[config.mk]
export PLATFORM = sky130hd
export DESIGN_NAME = ioc_channel
export DESIGN_NICKNAME = d
export VERILOG_FILES = /design/src/rtl/ioc_pkg.sv /design/src/rtl/ioc_channel.sv
export VERILOG_INCLUDE_DIRS = /design/src /design/src/rtl
export SDC_FILE = /design/constraint.sdc
export NUM_CORES = 1
export LEC_CHECK = 0
export BUFFER_PORTS_ARGS = -buffer_cell sky130_fd_sc_hd__buf_2
export CAP_MARGIN = 5
export CORE_AREA = 4 4 170 106
export DETAILED_ROUTE_END_ITERATION = 6
export DIE_AREA = 0 0 174 110
export GPL_TIMING_DRIVEN = 0
export HOLD_SLACK_MARGIN = 0.03
export PLACE_DENSITY = 0.8
export SLEW_MARGIN = 40
export SYNTH_ARGS = -nofsm -noshare
export SYNTH_HDL_FRONTEND = slang
export SYNTH_SLANG_ARGS = --single-unit
[constraint.sdc]
create_clock -name clk -period 3.95 [get_ports clk]
set_clock_uncertainty 0.1 [all_clocks]
set_input_delay 0.79 -clock clk [delete_from_list [all_inputs] [get_ports clk]]
set_output_delay 0.79 -clock clk [all_outputs]
set_load 0.1 [all_outputs]
[src/rtl/ioc_defines.svh]
`ifndef IOC_DEFINES_SVH
`define IOC_DEFINES_SVH
// =============================================================
// Timing, widths and limits of the channel.
`define IOC_CLK_PERIOD_NS   10
`define IOC_CONN_TIMEOUT_NS 100000
`define IOC_BYTE_W          12
`define IOC_WORD_W          24
`define IOC_ADDR_W          15
`define IOC_CNT_W           16
`define IOC_MAX_WORDS       16'h8000
`define IOC_TMR_W           14
`define IOC_EQ_W            3
`define IOC_NUM_EQ          8
`define IOC_SYNC_W          38
`define IOC_BYTE_ZERO       12'h000
`define IOC_ADDR_ONE        15'h0001
`define IOC_CNT_ONE         16'h0001
`define IOC_CNT_ZERO        16'h0000
`define IOC_TMR_ONE         14'h0001
`define IOC_TMR_ZERO        14'h0000
`endif

[src/rtl/ioc_pkg.sv]
`include "ioc_defines.svh"
package ioc_pkg;
    // =============================================================
    // Channel operations issued by the computation section.
    typedef enum logic [1:0] {
        IOC_OP_CONNECT  = 2'h0,
        IOC_OP_FUNCTION = 2'h1,
        IOC_OP_READ     = 2'h2,
        IOC_OP_WRITE    = 2'h3
    } ioc_op_t;
    // =============================================================
    // Sequencer states, one-hot.
    typedef enum logic [6:0] {
        IOC_ST_IDLE  = 7'h01,
        IOC_ST_CONN  = 7'h02,
        IOC_ST_FETCH = 7'h04,
        IOC_ST_SEND  = 7'h08,
        IOC_ST_RECV  = 7'h10,
        IOC_ST_STORE = 7'h20,
        IOC_ST_DROP  = 7'h40
    } ioc_state_t;
endpackage

[src/rtl/ioc_channel.sv]
`timescale 1ns/1ns
`include "ioc_defines.svh"
// Overview of operation
// Channel moves data without further processor help.
// Wide input joins two bytes into word.
// Wide output splits word into two bytes.
// Narrow channel: two memory references per word (narrow reads here make one).
// Wide word transfer: one memory reference.
// Character addressing makes wide act narrow.
// Parity bit sent with every outgoing byte.
// Equipment ignores Connect with bad parity.
// Connect without answer: internal reject after 100us.
// External parity error sets sense zero flag.
// Any operation or clear erases the flag.
// Controller idles until cleared after parity error.
// Read parity held, compared with regenerated parity.
// Read mismatch sets flag on enable.
// Wide output carries upper and lower parity.
// Wide read keeps and compares two bits.
// One instruction moves at most 32K words (a zero count here allows 65536).
// I/O in supervised program state raises interrupt.
// Attach drops all but the addressed controller.
// Every controller has its own interrupt line.
// First link byte is the upper half.
module ioc_channel #(
    parameter int unsigned CONN_TIMEOUT_CYC = `IOC_CONN_TIMEOUT_NS / `IOC_CLK_PERIOD_NS
) (
    input  wire logic                      clk,
    input  wire logic                      sys_rst,
    input  wire logic                      cmd_valid,
    input  wire ioc_pkg::ioc_op_t          cmd_op,
    input  wire logic                      cmd_char_addr,
    input  wire logic                      cmd_supervised_prog,
    input  wire logic [`IOC_EQ_W-1:0]      cmd_eq,
    input  wire logic [`IOC_WORD_W-1:0]    cmd_code,
    input  wire logic [`IOC_ADDR_W-1:0]    cmd_addr,
    input  wire logic [`IOC_CNT_W-1:0]     cmd_words,
    input  wire logic                      wide_present,
    input  wire logic                      prog_clear,
    input  wire logic                      master_clear,
    input  wire logic                      internal_sense_instruction,
    input  wire logic                      db_par_en,
    input  wire logic [1:0]                db_par,
    input  wire logic                      mem_ack,
    input  wire logic [`IOC_WORD_W-1:0]    mem_rdata,
    input  wire logic [`IOC_WORD_W-1:0]    link_data_in,
    input  wire logic [1:0]                link_par_in,
    input  wire logic                      link_reply,
    input  wire logic                      link_reject,
    input  wire logic                      link_ext_par_err,
    input  wire logic                      link_end_of_record,
    input  wire logic [`IOC_NUM_EQ-1:0]    link_eq_intr,
    output logic                           busy_q,
    output logic                           done_q,
    output logic                           reject_q,
    output logic                           int_reject_q,
    output logic                           supv_intr_q,
    output logic                           sense_line0_q,
    output logic                           sense_data_q,
    output logic [`IOC_NUM_EQ-1:0]         eq_intr_q,
    output logic                           mem_req_q,
    output logic                           mem_we_q,
    output logic                           mem_full_q,
    output logic                           mem_upper_q,
    output logic [`IOC_ADDR_W-1:0]         mem_addr_q,
    output logic [`IOC_WORD_W-1:0]         mem_wdata_q,
    output logic [`IOC_WORD_W-1:0]         link_data_out_q,
    output logic [1:0]                     link_par_out_q,
    output logic                           link_connect_q,
    output logic                           link_function_q,
    output logic                           link_read_q,
    output logic                           link_write_q,
    output logic                           link_data_signal_q,
    output logic                           link_master_clear_q,
    output logic [`IOC_EQ_W-1:0]           link_eq_q
);
    import ioc_pkg::*;

    // Odd parity over one byte; used for every outgoing byte.
    function automatic logic par12(input logic [`IOC_BYTE_W-1:0] b);
        par12 = ~^b;
    endfunction

    // Both parity lines for what sits on the data lines.
    function automatic logic [1:0] par24(input logic [`IOC_WORD_W-1:0] w);
        par24 = {par12(w[`IOC_WORD_W-1:`IOC_BYTE_W]), par12(w[`IOC_BYTE_W-1:0])};
    endfunction

    // =============================================================
    // Pin synchronisers.
    logic [`IOC_SYNC_W-1:0] sy1_q, sy2_q;
    logic [`IOC_WORD_W-1:0] data_s;
    logic [1:0]             par_s;
    logic                   reply_s, reject_s, xpe_s, eor_s;
    logic [`IOC_NUM_EQ-1:0] eqi_s;

    // All cable inputs pass two flops; only the second stage is read.
    always_ff @(posedge clk) begin
        sy1_q <= {link_reply, link_reject, link_ext_par_err, link_end_of_record,
                  link_eq_intr, link_par_in, link_data_in};
        sy2_q <= sy1_q;
    end
    assign {reply_s, reject_s, xpe_s, eor_s, eqi_s, par_s, data_s} = sy2_q;

    // =============================================================
    // Sequencer.
    ioc_state_t             st_q, st_d;
    ioc_op_t                op_q, op_d;
    logic                   wide_q, wide_d, upper_q, upper_d, conn_q, conn_d;
    logic [`IOC_CNT_W-1:0]  cnt_q, cnt_d;
    logic [`IOC_TMR_W-1:0]  tmr_q, tmr_d;
    logic [`IOC_WORD_W-1:0] word_q, word_d;
    logic [1:0]             hpar_q, hpar_d;
    logic                   par_err_q, par_err_d, par_set, par_clr, start;
    logic                   busy_d, done_d, rej_d, irej_d, supv_d, sense_d;
    logic                   mreq_d, mwe_d, mfull_d, mup_d;
    logic [`IOC_ADDR_W-1:0] maddr_d;
    logic [`IOC_WORD_W-1:0] mwd_d, ldo_d;
    logic                   lcon_d, lfun_d, lrd_d, lwr_d, lds_d;
    logic [`IOC_EQ_W-1:0]   leq_d;
    logic [`IOC_BYTE_W-1:0] byte_out;

    assign start = cmd_valid && busy_q == 1'b0 && !cmd_supervised_prog;
    // Mismatch and external error set; any operation request outside supervised state, or a clear, erases.
    assign par_set = (db_par_en && (wide_q ? db_par != hpar_q : db_par[0] != hpar_q[0]))
                   || (xpe_s && conn_q && (op_q == IOC_OP_FUNCTION || op_q == IOC_OP_WRITE));
    assign par_clr = (cmd_valid && !cmd_supervised_prog) || prog_clear || master_clear;
    // Narrow transfers pick the half that block control works on.
    assign byte_out = wide_q ? (upper_q ? word_q[`IOC_WORD_W-1:`IOC_BYTE_W]
                                        : word_q[`IOC_BYTE_W-1:0])
                             : (upper_q ? mem_rdata[`IOC_WORD_W-1:`IOC_BYTE_W]
                                        : mem_rdata[`IOC_BYTE_W-1:0]);

    // Next-state computation for the whole sequencer.
    always_comb begin
        st_d = st_q;  op_d = op_q;  wide_d = wide_q;  upper_d = upper_q;  conn_d = conn_q;
        cnt_d = cnt_q;  tmr_d = tmr_q;  word_d = word_q;  hpar_d = hpar_q;
        busy_d = busy_q;  done_d = 1'b0;  rej_d = 1'b0;  irej_d = 1'b0;
        supv_d = cmd_valid && cmd_supervised_prog;
        sense_d = internal_sense_instruction ? par_err_q : sense_data_q;
        par_err_d = par_set ? 1'b1 : (par_clr ? 1'b0 : par_err_q);
        mreq_d = mem_req_q;  mwe_d = mem_we_q;  mfull_d = mem_full_q;  mup_d = mem_upper_q;
        maddr_d = mem_addr_q;  mwd_d = mem_wdata_q;  ldo_d = link_data_out_q;
        lcon_d = link_connect_q;  lfun_d = link_function_q;  lrd_d = link_read_q;
        lwr_d = link_write_q;  lds_d = 1'b0;  leq_d = link_eq_q;
        if (prog_clear || master_clear)
            conn_d = 1'b0;
        case (st_q)
            IOC_ST_IDLE: begin
                if (start) begin
                    busy_d = 1'b1;  op_d = cmd_op;  upper_d = 1'b1;
                    wide_d = wide_present && !cmd_char_addr;
                    cnt_d = (cmd_words > `IOC_MAX_WORDS) ? `IOC_MAX_WORDS : cmd_words;
                    maddr_d = cmd_addr;  tmr_d = `IOC_TMR_ZERO;
                    case (cmd_op)
                        IOC_OP_CONNECT, IOC_OP_FUNCTION: begin
                            ldo_d = (wide_present && !cmd_char_addr) ? cmd_code
                                    : {`IOC_BYTE_ZERO, cmd_code[`IOC_BYTE_W-1:0]};
                            lcon_d = cmd_op == IOC_OP_CONNECT;
                            lfun_d = cmd_op == IOC_OP_FUNCTION;
                            if (cmd_op == IOC_OP_CONNECT) begin
                                conn_d = 1'b0;  leq_d = cmd_eq;
                            end
                            st_d = IOC_ST_CONN;
                        end
                        IOC_OP_WRITE: begin
                            lwr_d = 1'b1;  st_d = IOC_ST_FETCH;
                        end
                        default: begin
                            lrd_d = 1'b1;  st_d = IOC_ST_RECV;
                        end
                    endcase
                end
            end
            IOC_ST_CONN: begin
                tmr_d = tmr_q + `IOC_TMR_ONE;
                if (reply_s || reject_s) begin
                    conn_d = reply_s;  rej_d = reject_s;  done_d = reply_s;
                    lcon_d = 1'b0;  lfun_d = 1'b0;  busy_d = 1'b0;  st_d = IOC_ST_IDLE;
                end else if (tmr_q == `IOC_TMR_W'(CONN_TIMEOUT_CYC - 1)) begin
                    irej_d = 1'b1;  rej_d = 1'b1;
                    lcon_d = 1'b0;  lfun_d = 1'b0;  busy_d = 1'b0;  st_d = IOC_ST_IDLE;
                end
            end
            IOC_ST_FETCH: begin
                // One reference per word when wide, one per half otherwise.
                mreq_d = 1'b1;  mwe_d = 1'b0;  mfull_d = wide_q;  mup_d = upper_q;
                if (mem_req_q && mem_ack) begin
                    mreq_d = 1'b0;  word_d = mem_rdata;  st_d = IOC_ST_SEND;
                end
            end
            IOC_ST_SEND: begin
                ldo_d = {`IOC_BYTE_ZERO, byte_out};
                lds_d = !reply_s;
                if (reply_s || reject_s)
                    st_d = IOC_ST_DROP;
            end
            IOC_ST_RECV: begin
                if (eor_s || reject_s) begin
                    lrd_d = 1'b0;  busy_d = 1'b0;  done_d = 1'b1;  st_d = IOC_ST_IDLE;
                end else if (reply_s) begin
                    // Received parity is held until the data bus answers.
                    if (upper_q)
                        word_d[`IOC_WORD_W-1:`IOC_BYTE_W] = data_s[`IOC_BYTE_W-1:0];
                    else
                        word_d[`IOC_BYTE_W-1:0] = data_s[`IOC_BYTE_W-1:0];
                    if (wide_q && upper_q)
                        hpar_d[1] = par_s[0];
                    else
                        hpar_d[0] = par_s[0];
                    st_d = IOC_ST_DROP;
                end
            end
            IOC_ST_STORE: begin
                mreq_d = 1'b1;  mwe_d = 1'b1;  mfull_d = wide_q;  mup_d = upper_q;
                mwd_d = word_q;
                if (mem_req_q && mem_ack) begin
                    mreq_d = 1'b0;  st_d = IOC_ST_DROP;
                end
            end
            IOC_ST_DROP: begin
                // Wait for reply to fall before the next byte, then step the pointers.
                if (!reply_s) begin
                    if (reject_s) begin
                        rej_d = 1'b1;  lwr_d = 1'b0;  lrd_d = 1'b0;
                        busy_d = 1'b0;  st_d = IOC_ST_IDLE;
                    end else if (upper_q && !(op_q == IOC_OP_READ && !wide_q && mem_req_q)) begin
                        upper_d = 1'b0;
                        st_d = (op_q == IOC_OP_WRITE) ? (wide_q ? IOC_ST_SEND : IOC_ST_FETCH)
                             : (wide_q ? IOC_ST_RECV : IOC_ST_STORE);
                    end else if (op_q == IOC_OP_READ && !mem_we_q) begin
                        st_d = IOC_ST_STORE;
                    end else begin
                        mwe_d = 1'b0;  upper_d = !upper_q;
                        if (!upper_q) begin
                            cnt_d = cnt_q - `IOC_CNT_ONE;
                            maddr_d = mem_addr_q + `IOC_ADDR_ONE;
                        end
                        if (!upper_q && cnt_q == `IOC_CNT_ONE) begin
                            lwr_d = 1'b0;  lrd_d = 1'b0;  busy_d = 1'b0;
                            done_d = 1'b1;  st_d = IOC_ST_IDLE;
                        end else begin
                            st_d = (op_q == IOC_OP_WRITE) ? IOC_ST_FETCH : IOC_ST_RECV;
                        end
                    end
                end
            end
            default: st_d = IOC_ST_IDLE;
        endcase
        if (master_clear || prog_clear) begin
            st_d = IOC_ST_IDLE;  busy_d = 1'b0;  mreq_d = 1'b0;  mwe_d = 1'b0;
            lcon_d = 1'b0;  lfun_d = 1'b0;  lrd_d = 1'b0;  lwr_d = 1'b0;  lds_d = 1'b0;
        end
    end

    // Register stage; outputs all come straight from here.
    always_ff @(posedge clk) begin
        if (sys_rst) begin
            st_q <= IOC_ST_IDLE;  op_q <= IOC_OP_CONNECT;  wide_q <= 1'b0;  upper_q <= 1'b1;
            conn_q <= 1'b0;  cnt_q <= `IOC_CNT_ZERO;  tmr_q <= `IOC_TMR_ZERO;
            word_q <= '0;  hpar_q <= 2'h0;  par_err_q <= 1'b0;  busy_q <= 1'b0;
            done_q <= 1'b0;  reject_q <= 1'b0;  int_reject_q <= 1'b0;  supv_intr_q <= 1'b0;
            sense_line0_q <= 1'b0;  sense_data_q <= 1'b0;  eq_intr_q <= '0;
            mem_req_q <= 1'b0;  mem_we_q <= 1'b0;  mem_full_q <= 1'b0;  mem_upper_q <= 1'b0;
            mem_addr_q <= '0;  mem_wdata_q <= '0;  link_data_out_q <= '0;
            link_par_out_q <= 2'h3;  link_connect_q <= 1'b0;  link_function_q <= 1'b0;
            link_read_q <= 1'b0;  link_write_q <= 1'b0;  link_data_signal_q <= 1'b0;
            link_master_clear_q <= 1'b0;  link_eq_q <= '0;
        end else begin
            st_q <= st_d;  op_q <= op_d;  wide_q <= wide_d;  upper_q <= upper_d;
            conn_q <= conn_d;  cnt_q <= cnt_d;  tmr_q <= tmr_d;  word_q <= word_d;
            hpar_q <= hpar_d;  par_err_q <= par_err_d;  busy_q <= busy_d;
            done_q <= done_d;  reject_q <= rej_d;  int_reject_q <= irej_d;
            supv_intr_q <= supv_d;  sense_line0_q <= par_err_d;  sense_data_q <= sense_d;
            eq_intr_q <= eqi_s;
            mem_req_q <= mreq_d;  mem_we_q <= mwe_d;  mem_full_q <= mfull_d;
            mem_upper_q <= mup_d;  mem_addr_q <= maddr_d;  mem_wdata_q <= mwd_d;
            link_data_out_q <= ldo_d;
            link_par_out_q <= par24(ldo_d);
            link_connect_q <= lcon_d;  link_function_q <= lfun_d;  link_read_q <= lrd_d;
            link_write_q <= lwr_d;  link_data_signal_q <= lds_d;
            link_master_clear_q <= master_clear;
            link_eq_q <= leq_d;
        end
    end
endmodule

==> flow_metrics.env, run 1 <==
export IMPL_finalNetCount=1401
export IMPL_synth_nets=1166
export IMPL_antenna_found_initial=2
export IMPL_timing_rr_start="st_q[1]$_SDFFE_PP0P_"
export IMPL_setup_viol=0
export IMPL_synthCells=1027
export IMPL_layout_commonest_cell="buf_2"
export IMPL_row_count=36
export IMPL_slew_headroom=0.369
export IMPL_crit_start="st_q[1]$_SDFFE_PP0P_"
export IMPL_async_reset_ff_frac=0
export IMPL_cts_resized=0
export IMPL_clk_pin_slew_ps=70
export IMPL_p_leak_uw=0.00465
export IMPL_hpwl_um=20900
export IMPL_final_cell_mix="225 x buf_2, 211 x dfxtp_1, 139 x nor2_1"
export IMPL_wirelength_um=28400
export IMPL_worstMarginPinSlew_ps=946
export IMPL_die_y_um=110
export IMPL_yosysWarnings=0
export IMPL_track_usage=0.286
export IMPL_synth_area_um2=8980
export IMPL_cp_end_kind="register"
export IMPL_core_area_um2=16200
export IMPL_rsz0062_at_grt="false"
export IMPL_cts_buffers=20
export IMPL_post_cts_buffers=0
export IMPL_grt_max_degree=16
export IMPL_syn2layout_area_growth_pct=22.5
export IMPL_drive_above_1_share=0.228
export IMPL_layout_setup_ws_ps=621
export IMPL_cts_sinks=211
export IMPL_drc=0
export IMPL_holdBufCountCts=0
export IMPL_synth_edf_count=0
export IMPL_hp_start="sy1_q[5]$_DFF_P_"
export IMPL_min_path_cells=0
export IMPL_die_x_um=174
export IMPL_period_share=0.843
export IMPL_cts_tree="yes"
export IMPL_clk_latency_ps=500
export IMPL_initial_core_util=0.554
export IMPL_synth_seq_cells=211
export IMPL_rr_endpoint="cnt_q[3]$_SDFFE_PP0P_"
export IMPL_cap_violations=0
export IMPL_critPathMaxFanout=10
export IMPL_grt_ovfl_total=0
export IMPL_cellPowerDensity_nw_per_um2=446
export IMPL_io_buffers=213
export IMPL_dr_total_vias=8817
export IMPL_r2r_slack_ps=620
export IMPL_grt_pass1_wl_um=43800
export IMPL_hold_viol=0
export IMPL_dr_pass1_iters=6
export IMPL_slew_viol_final=0
export IMPL_synthDistinctLibCells=62
export IMPL_reg2regPathDepth=9
export IMPL_fin_tns_setup_ps=0
export IMPL_hold_class="reg -> reg"
export IMPL_critPathKind="reg -> reg"
export IMPL_hold_end="sy2_q[5]$_DFF_P_"
export IMPL_drt_antenna_violating_nets=0
export IMPL_cts_root_buffer="clkbuf_16"
export IMPL_yosysSeqAreaShare=0.470
export IMPL_ioPinCount=228
export IMPL_dieArea_um2=19100
export IMPL_wl_per_cell_um=19.1
export IMPL_place_congestion=0.984
export IMPL_required_ps=4220
export IMPL_syn_area_per_cell_um2=8.74
export IMPL_grt_pass1_vias=8036
export IMPL_cts_htree_levels=1
export IMPL_min_period_ps=3330
export IMPL_cp_start_kind="register"
export IMPL_ir_drop_v=0.000400
export IMPL_pre_cts_ws_ps=631
export IMPL_arrival_ps=3600
export IMPL_cts_max_path_buffers=3
export IMPL_drt_iter0_drc=1098
export IMPL_fmax_mhz=300
export IMPL_via_per_inst=5.94
export IMPL_synth_flop_cell="dfxtp_1"
export IMPL_status="completed"
worst max-delay path: stages, from the launching register on:
cell and delay, ps:
dfxtp_1 390, nor4b_4 430, nand2_1 270, nor3_2 550, or2_1 230, o21a_1 310
clkbuf_1 470, o21ai_1 180, a22oi_1 190, nor2_1 60
final cells by class:
cell class / count / area, um^2
diodes: 2 / 5.00
plain buffers: 66 / 287
clock buffers: 24 / 536
clock inverters: 10 / 146
fillers: 1357 / 5220
inverters: 13 / 48.8
multi-input cells: 737 / 4420
flip-flops and latches: 211 / 4220
well taps: 209 / 262
repair buffers: 213 / 1070
sequential cells by signal (all words and copies together), names as in the netlist, 2 cells and up:
register	count
cnt_q	16
sy1_q	25
tmr_q	14
hpar_q	2
sy2_q	25
mem_wdata_q	24
op_q	2
link_data_out_q	24
word_q	24
link_eq_q	3
st_q	7
eq_intr_q	8
link_par_out_q	2
mem_addr_q	15
per-layer routing:
| metal | global-route usage | vias to the layer above | wire [um] |
|---|---|---|---|
| met2 | 0.408 | 577 | 11700 |
| met5 | 0 | - | 0 |
| met4 | 0.0740 | 0 | 593 |
| met3 | 0.0798 | 53 | 3740 |
| li1 | - | 4118 | - |
| met1 | 0.428 | 4069 | 12400 |
stage by stage:
stage          cells   util  total power [uW]  cell area, um^2  hold slack, ps
3_3_place_gp    1449  0.636              2910            10300             210
6_report        1485  0.678              4900            11000             227
5_1_grt         1485  0.678              5040            11000             235
4_1_cts         1483  0.678              4910            11000             225
2_1_floorplan   1027      -              2730             8980             210
3_5_place_dp    1449  0.636              2920            10300             212
cells by family after synthesis:
group           Yosys count  share of synthesized area
flops                   211                      0.470
mux                      45                     0.0669
simple gates            404                      0.214
xor+xnor                 26                     0.0284
compound gates          258                      0.178
fa+ha+maj                 4                    0.00557
buf+inv                  79                     0.0371
synth_stat cells (all sizes together), types with 2 or more instances:
library cell    n  area share
nand4           6      0.0042
mux2i          33       0.037
nand4b          2      0.0020
nor4bb          2      0.0022
buf            17       0.011
nor2b          22       0.015
nand3b          4      0.0033
ha              4      0.0056
nand4bb         3      0.0038
xnor3           2      0.0050
or3             8      0.0056
nor3b           4      0.0033
and4b           3      0.0038
nand2b          7      0.0049
nand3          29       0.016
dfxtp         211        0.47
a211oi         36       0.030
a221oi          5      0.0049
nor3           26       0.016
or2             2      0.0014
o21a            2      0.0017
inv            13      0.0054
nor4           10      0.0091
nor4b           3      0.0053
xor2            9      0.0088
o21ai          49       0.027
a22o           12       0.012
and3            6      0.0042
a21oi         105       0.060
a32oi           2      0.0020
a31o            2      0.0020
a311oi          5      0.0049
xnor2          15       0.015
mux4           12       0.030
nand2         121       0.051
a31oi           6      0.0042
nor2          140       0.059
or4             2      0.0017
clkbuf         49       0.020
a22oi          23       0.019
o22ai           3      0.0021
and2            3      0.0021
o31ai           2      0.0017
report_power, final:
part           internal [uW]  switching, uW  total, uW
Sequential              2190           43.5       2240
Clock                   1170            842       2010
Combinational            195            456        652
worst max path at each step:
stage,to,slack (ps)
2_1_floorplan,link_par_out_q[0]$_SDFF_PP1_,1080
6_report,cnt_q[3]$_SDFFE_PP0P_,620
4_1_cts,cnt_q[3]$_SDFFE_PP0P_,770
5_1_grt,cnt_q[3]$_SDFFE_PP0P_,410
3_5_place_dp,link_par_out_q[0]$_SDFF_PP1_,630
3_3_place_gp,link_par_out_q[0]$_SDFF_PP1_,700
(Power assumes the default switching activity.)
==> inputs of run 2 (changes only) <==
Settings changed: CORE_AREA 4 4 170 106 to 4 4 174 108, DIE_AREA 0 0 174 110 to 0 0 178 112, PLACE_DENSITY 0.8 to 0.77.
Clock period 3.95 ns to 3.14 ns, I/O delays scaled along.
==> run 2 against run 1 <==
Effect of this change: worst hold slack got worse by 110 ps; maximum frequency rose by 11%; flip-flop and latch count did not move; power rose by 30%; first-iteration DRC count fell by 14%; critical path type unchanged.
==> flow_metrics.env, run 2 (same netlist as run 1, synthesis figures left out) <==
export IMPL_core_area_um2=17100
export IMPL_fin_total_pwr_uw=6380
export IMPL_reg_largest_list="sy1_q (25), sy2_q (25)"
export IMPL_hold_viol=0
export IMPL_wl_per_cell_um=19.3
export IMPL_grt_ovfl_total=0
export IMPL_cellPowerDensity_nw_per_um2=573
export IMPL_drt_iter0_drc=946
export IMPL_required_ps=3410
export IMPL_hpwl_um=21500
export IMPL_die_y_um=112
export IMPL_row_count=37
export IMPL_ir_drop_v=0.000444
export IMPL_diodes=0
export IMPL_place_congestion=0.942
export IMPL_cts_htree_levels=1
export IMPL_min_period_ps=2990
export IMPL_clk_pin_slew_ps=70
export IMPL_layout_commonest_cell="buf_2"
export IMPL_drc=0
export IMPL_hold_class="in -> reg"
export IMPL_critPathKind="reg -> reg"
export IMPL_finalNetCount=1406
export IMPL_fmax_mhz=334
export IMPL_pre_cts_ws_ps=32.9
export IMPL_via_per_inst=5.93
export IMPL_slew_headroom=0.439
export IMPL_slowest_stage="nor4_2"
export IMPL_dr_total_vias=8989
export IMPL_ioPinCount=228
export IMPL_cp_buffers_inverters=2
export IMPL_cts_max_path_buffers=3
export IMPL_p_leak_uw=0.00472
export IMPL_initial_core_util=0.526
export IMPL_grt_pass1_wl_um=45200
export IMPL_status="completed"
export IMPL_grt_pass1_vias=8318
export IMPL_cap_violations=0
export IMPL_track_usage=0.282
export IMPL_cpPeakStageDelay_ps=570
export IMPL_slew_viol_final=0
export IMPL_drt_antenna_violating_nets=0
export IMPL_dr_pass1_iters=5
export IMPL_worstMarginPinSlew_ps=842
export IMPL_cts_root_buffer="clkbuf_16"
export IMPL_cts_tree="yes"
export IMPL_layout_setup_ws_ps=147
export IMPL_wl_met1_um=13200
export IMPL_drive_above_1_share=0.235
export IMPL_wl_met2_um=11800
export IMPL_clk_latency_ps=500
export IMPL_io_buffers=213
export IMPL_cp_top_family="simple AND/OR/NAND/NOR gates"
export IMPL_cts_buffers=21
export IMPL_maxUsedRoutingLayer="met4"
export IMPL_period_share=0.953
export IMPL_final_cell_mix="223 x buf_2, 211 x dfxtp_1, 139 x nor2_1"
export IMPL_wl_met3_um=3780
export IMPL_critPathMaxFanout=10
export IMPL_crit_chain="nor4_2, nand4bb_1, clkbuf_1, o21ai_0, clkbuf_1, a21oi_1, a21oi_1, nor2_1"
export IMPL_antenna_found_initial=0
export IMPL_cts_sinks=211
export IMPL_dieArea_um2=19900
export IMPL_cp_start_kind="register"
export IMPL_cp_end_kind="register"
export IMPL_grt_max_degree=16
export IMPL_syn2layout_area_growth_pct=24.0
export IMPL_die_x_um=178
export IMPL_setup_viol=0
export IMPL_wirelength_um=29200
export IMPL_arrival_ps=3260
==> run 2: cell types whose count changed in the layout (fill, tap and decap cells not counted), sizes merged <==
cell,change
bufinv,+1
buf,+4
diode,-2
clkinvlp,+1
clkbuf,+4
clkinv,-4
inv,+2
==> run 2: area by class of cell <==
class                           count  area (um^2)
Tap cell                          234          293
Clock buffer                       28          592
Timing Repair Buffer              217         1100
Inverter                           13         48.8
Multi-Input combinational cell    737         4430
Buffer                             66          294
Clock inverter                     10          163
Sequential cell                   211         4220
Fill cell                        1475         5940
==> run 2: what timing repair did <==
item                                    in CTS  in global routing
gates resized for setup                      1                 12
hold buffers                                 0                  0
setup buffers                                0                  4
endpoints found under the setup margin       1                 21
pin swaps                                    0                  1
cloned                                       0                  0
==> run 2: per-layer routing <==
layer / up-vias / global-route usage
met5: - / 0
met3: 50 / 0.0614
li1: 4132 / -
met2: 577 / 0.399
met4: 0 / 0.0602
met1: 4230 / 0.438
==> run 2: path summary, 6_finish.rpt <==
| check | end | start | depth (start not counted) | slack [ps] |
|---|---|---|---|---|
| worst max-delay path | mem_addr_q[2]$_SDFFE_PP0P_ | st_q[1]$_SDFFE_PP0P_ | 8 | 150 |
| worst min-delay path | sy1_q[8]$_DFF_P_ | link_data_in[8] | 1 | 120 |
| worst max register to register | mem_addr_q[2]$_SDFFE_PP0P_ | st_q[1]$_SDFFE_PP0P_ | 8 | 150 |
| worst min register to register | sy2_q[5]$_DFF_P_ | sy1_q[5]$_DFF_P_ | 0 | 220 |
==> run 2: metrics by stage <==
| stage | cell area (um^2) | hold slack [ps] | utilization | std cells | TNS [ps] |
|---|---|---|---|---|---|
| floorplan | 8980 | 210 | - | 1027 | 0 |
| global placement | 10300 | 210 | 0.605 | 1474 | 0 |
| detailed placement | 10300 | 212 | 0.605 | 1474 | 0 |
| CTS | 11100 | 109 | 0.650 | 1512 | 0 |
| global route | 11100 | 105 | 0.652 | 1516 | -13.8 |
| finish | 11100 | 118 | 0.652 | 1516 | 0 |
==> run 2: power by group <==
group,internal [uW],leakage (uW),switching [uW],total (uW)
combinational,251,0.00263,578,829
clock,1660,0.000365,1070,2730
sequential,2760,0.00173,57.4,2820
total,4670,0.00472,1710,6380
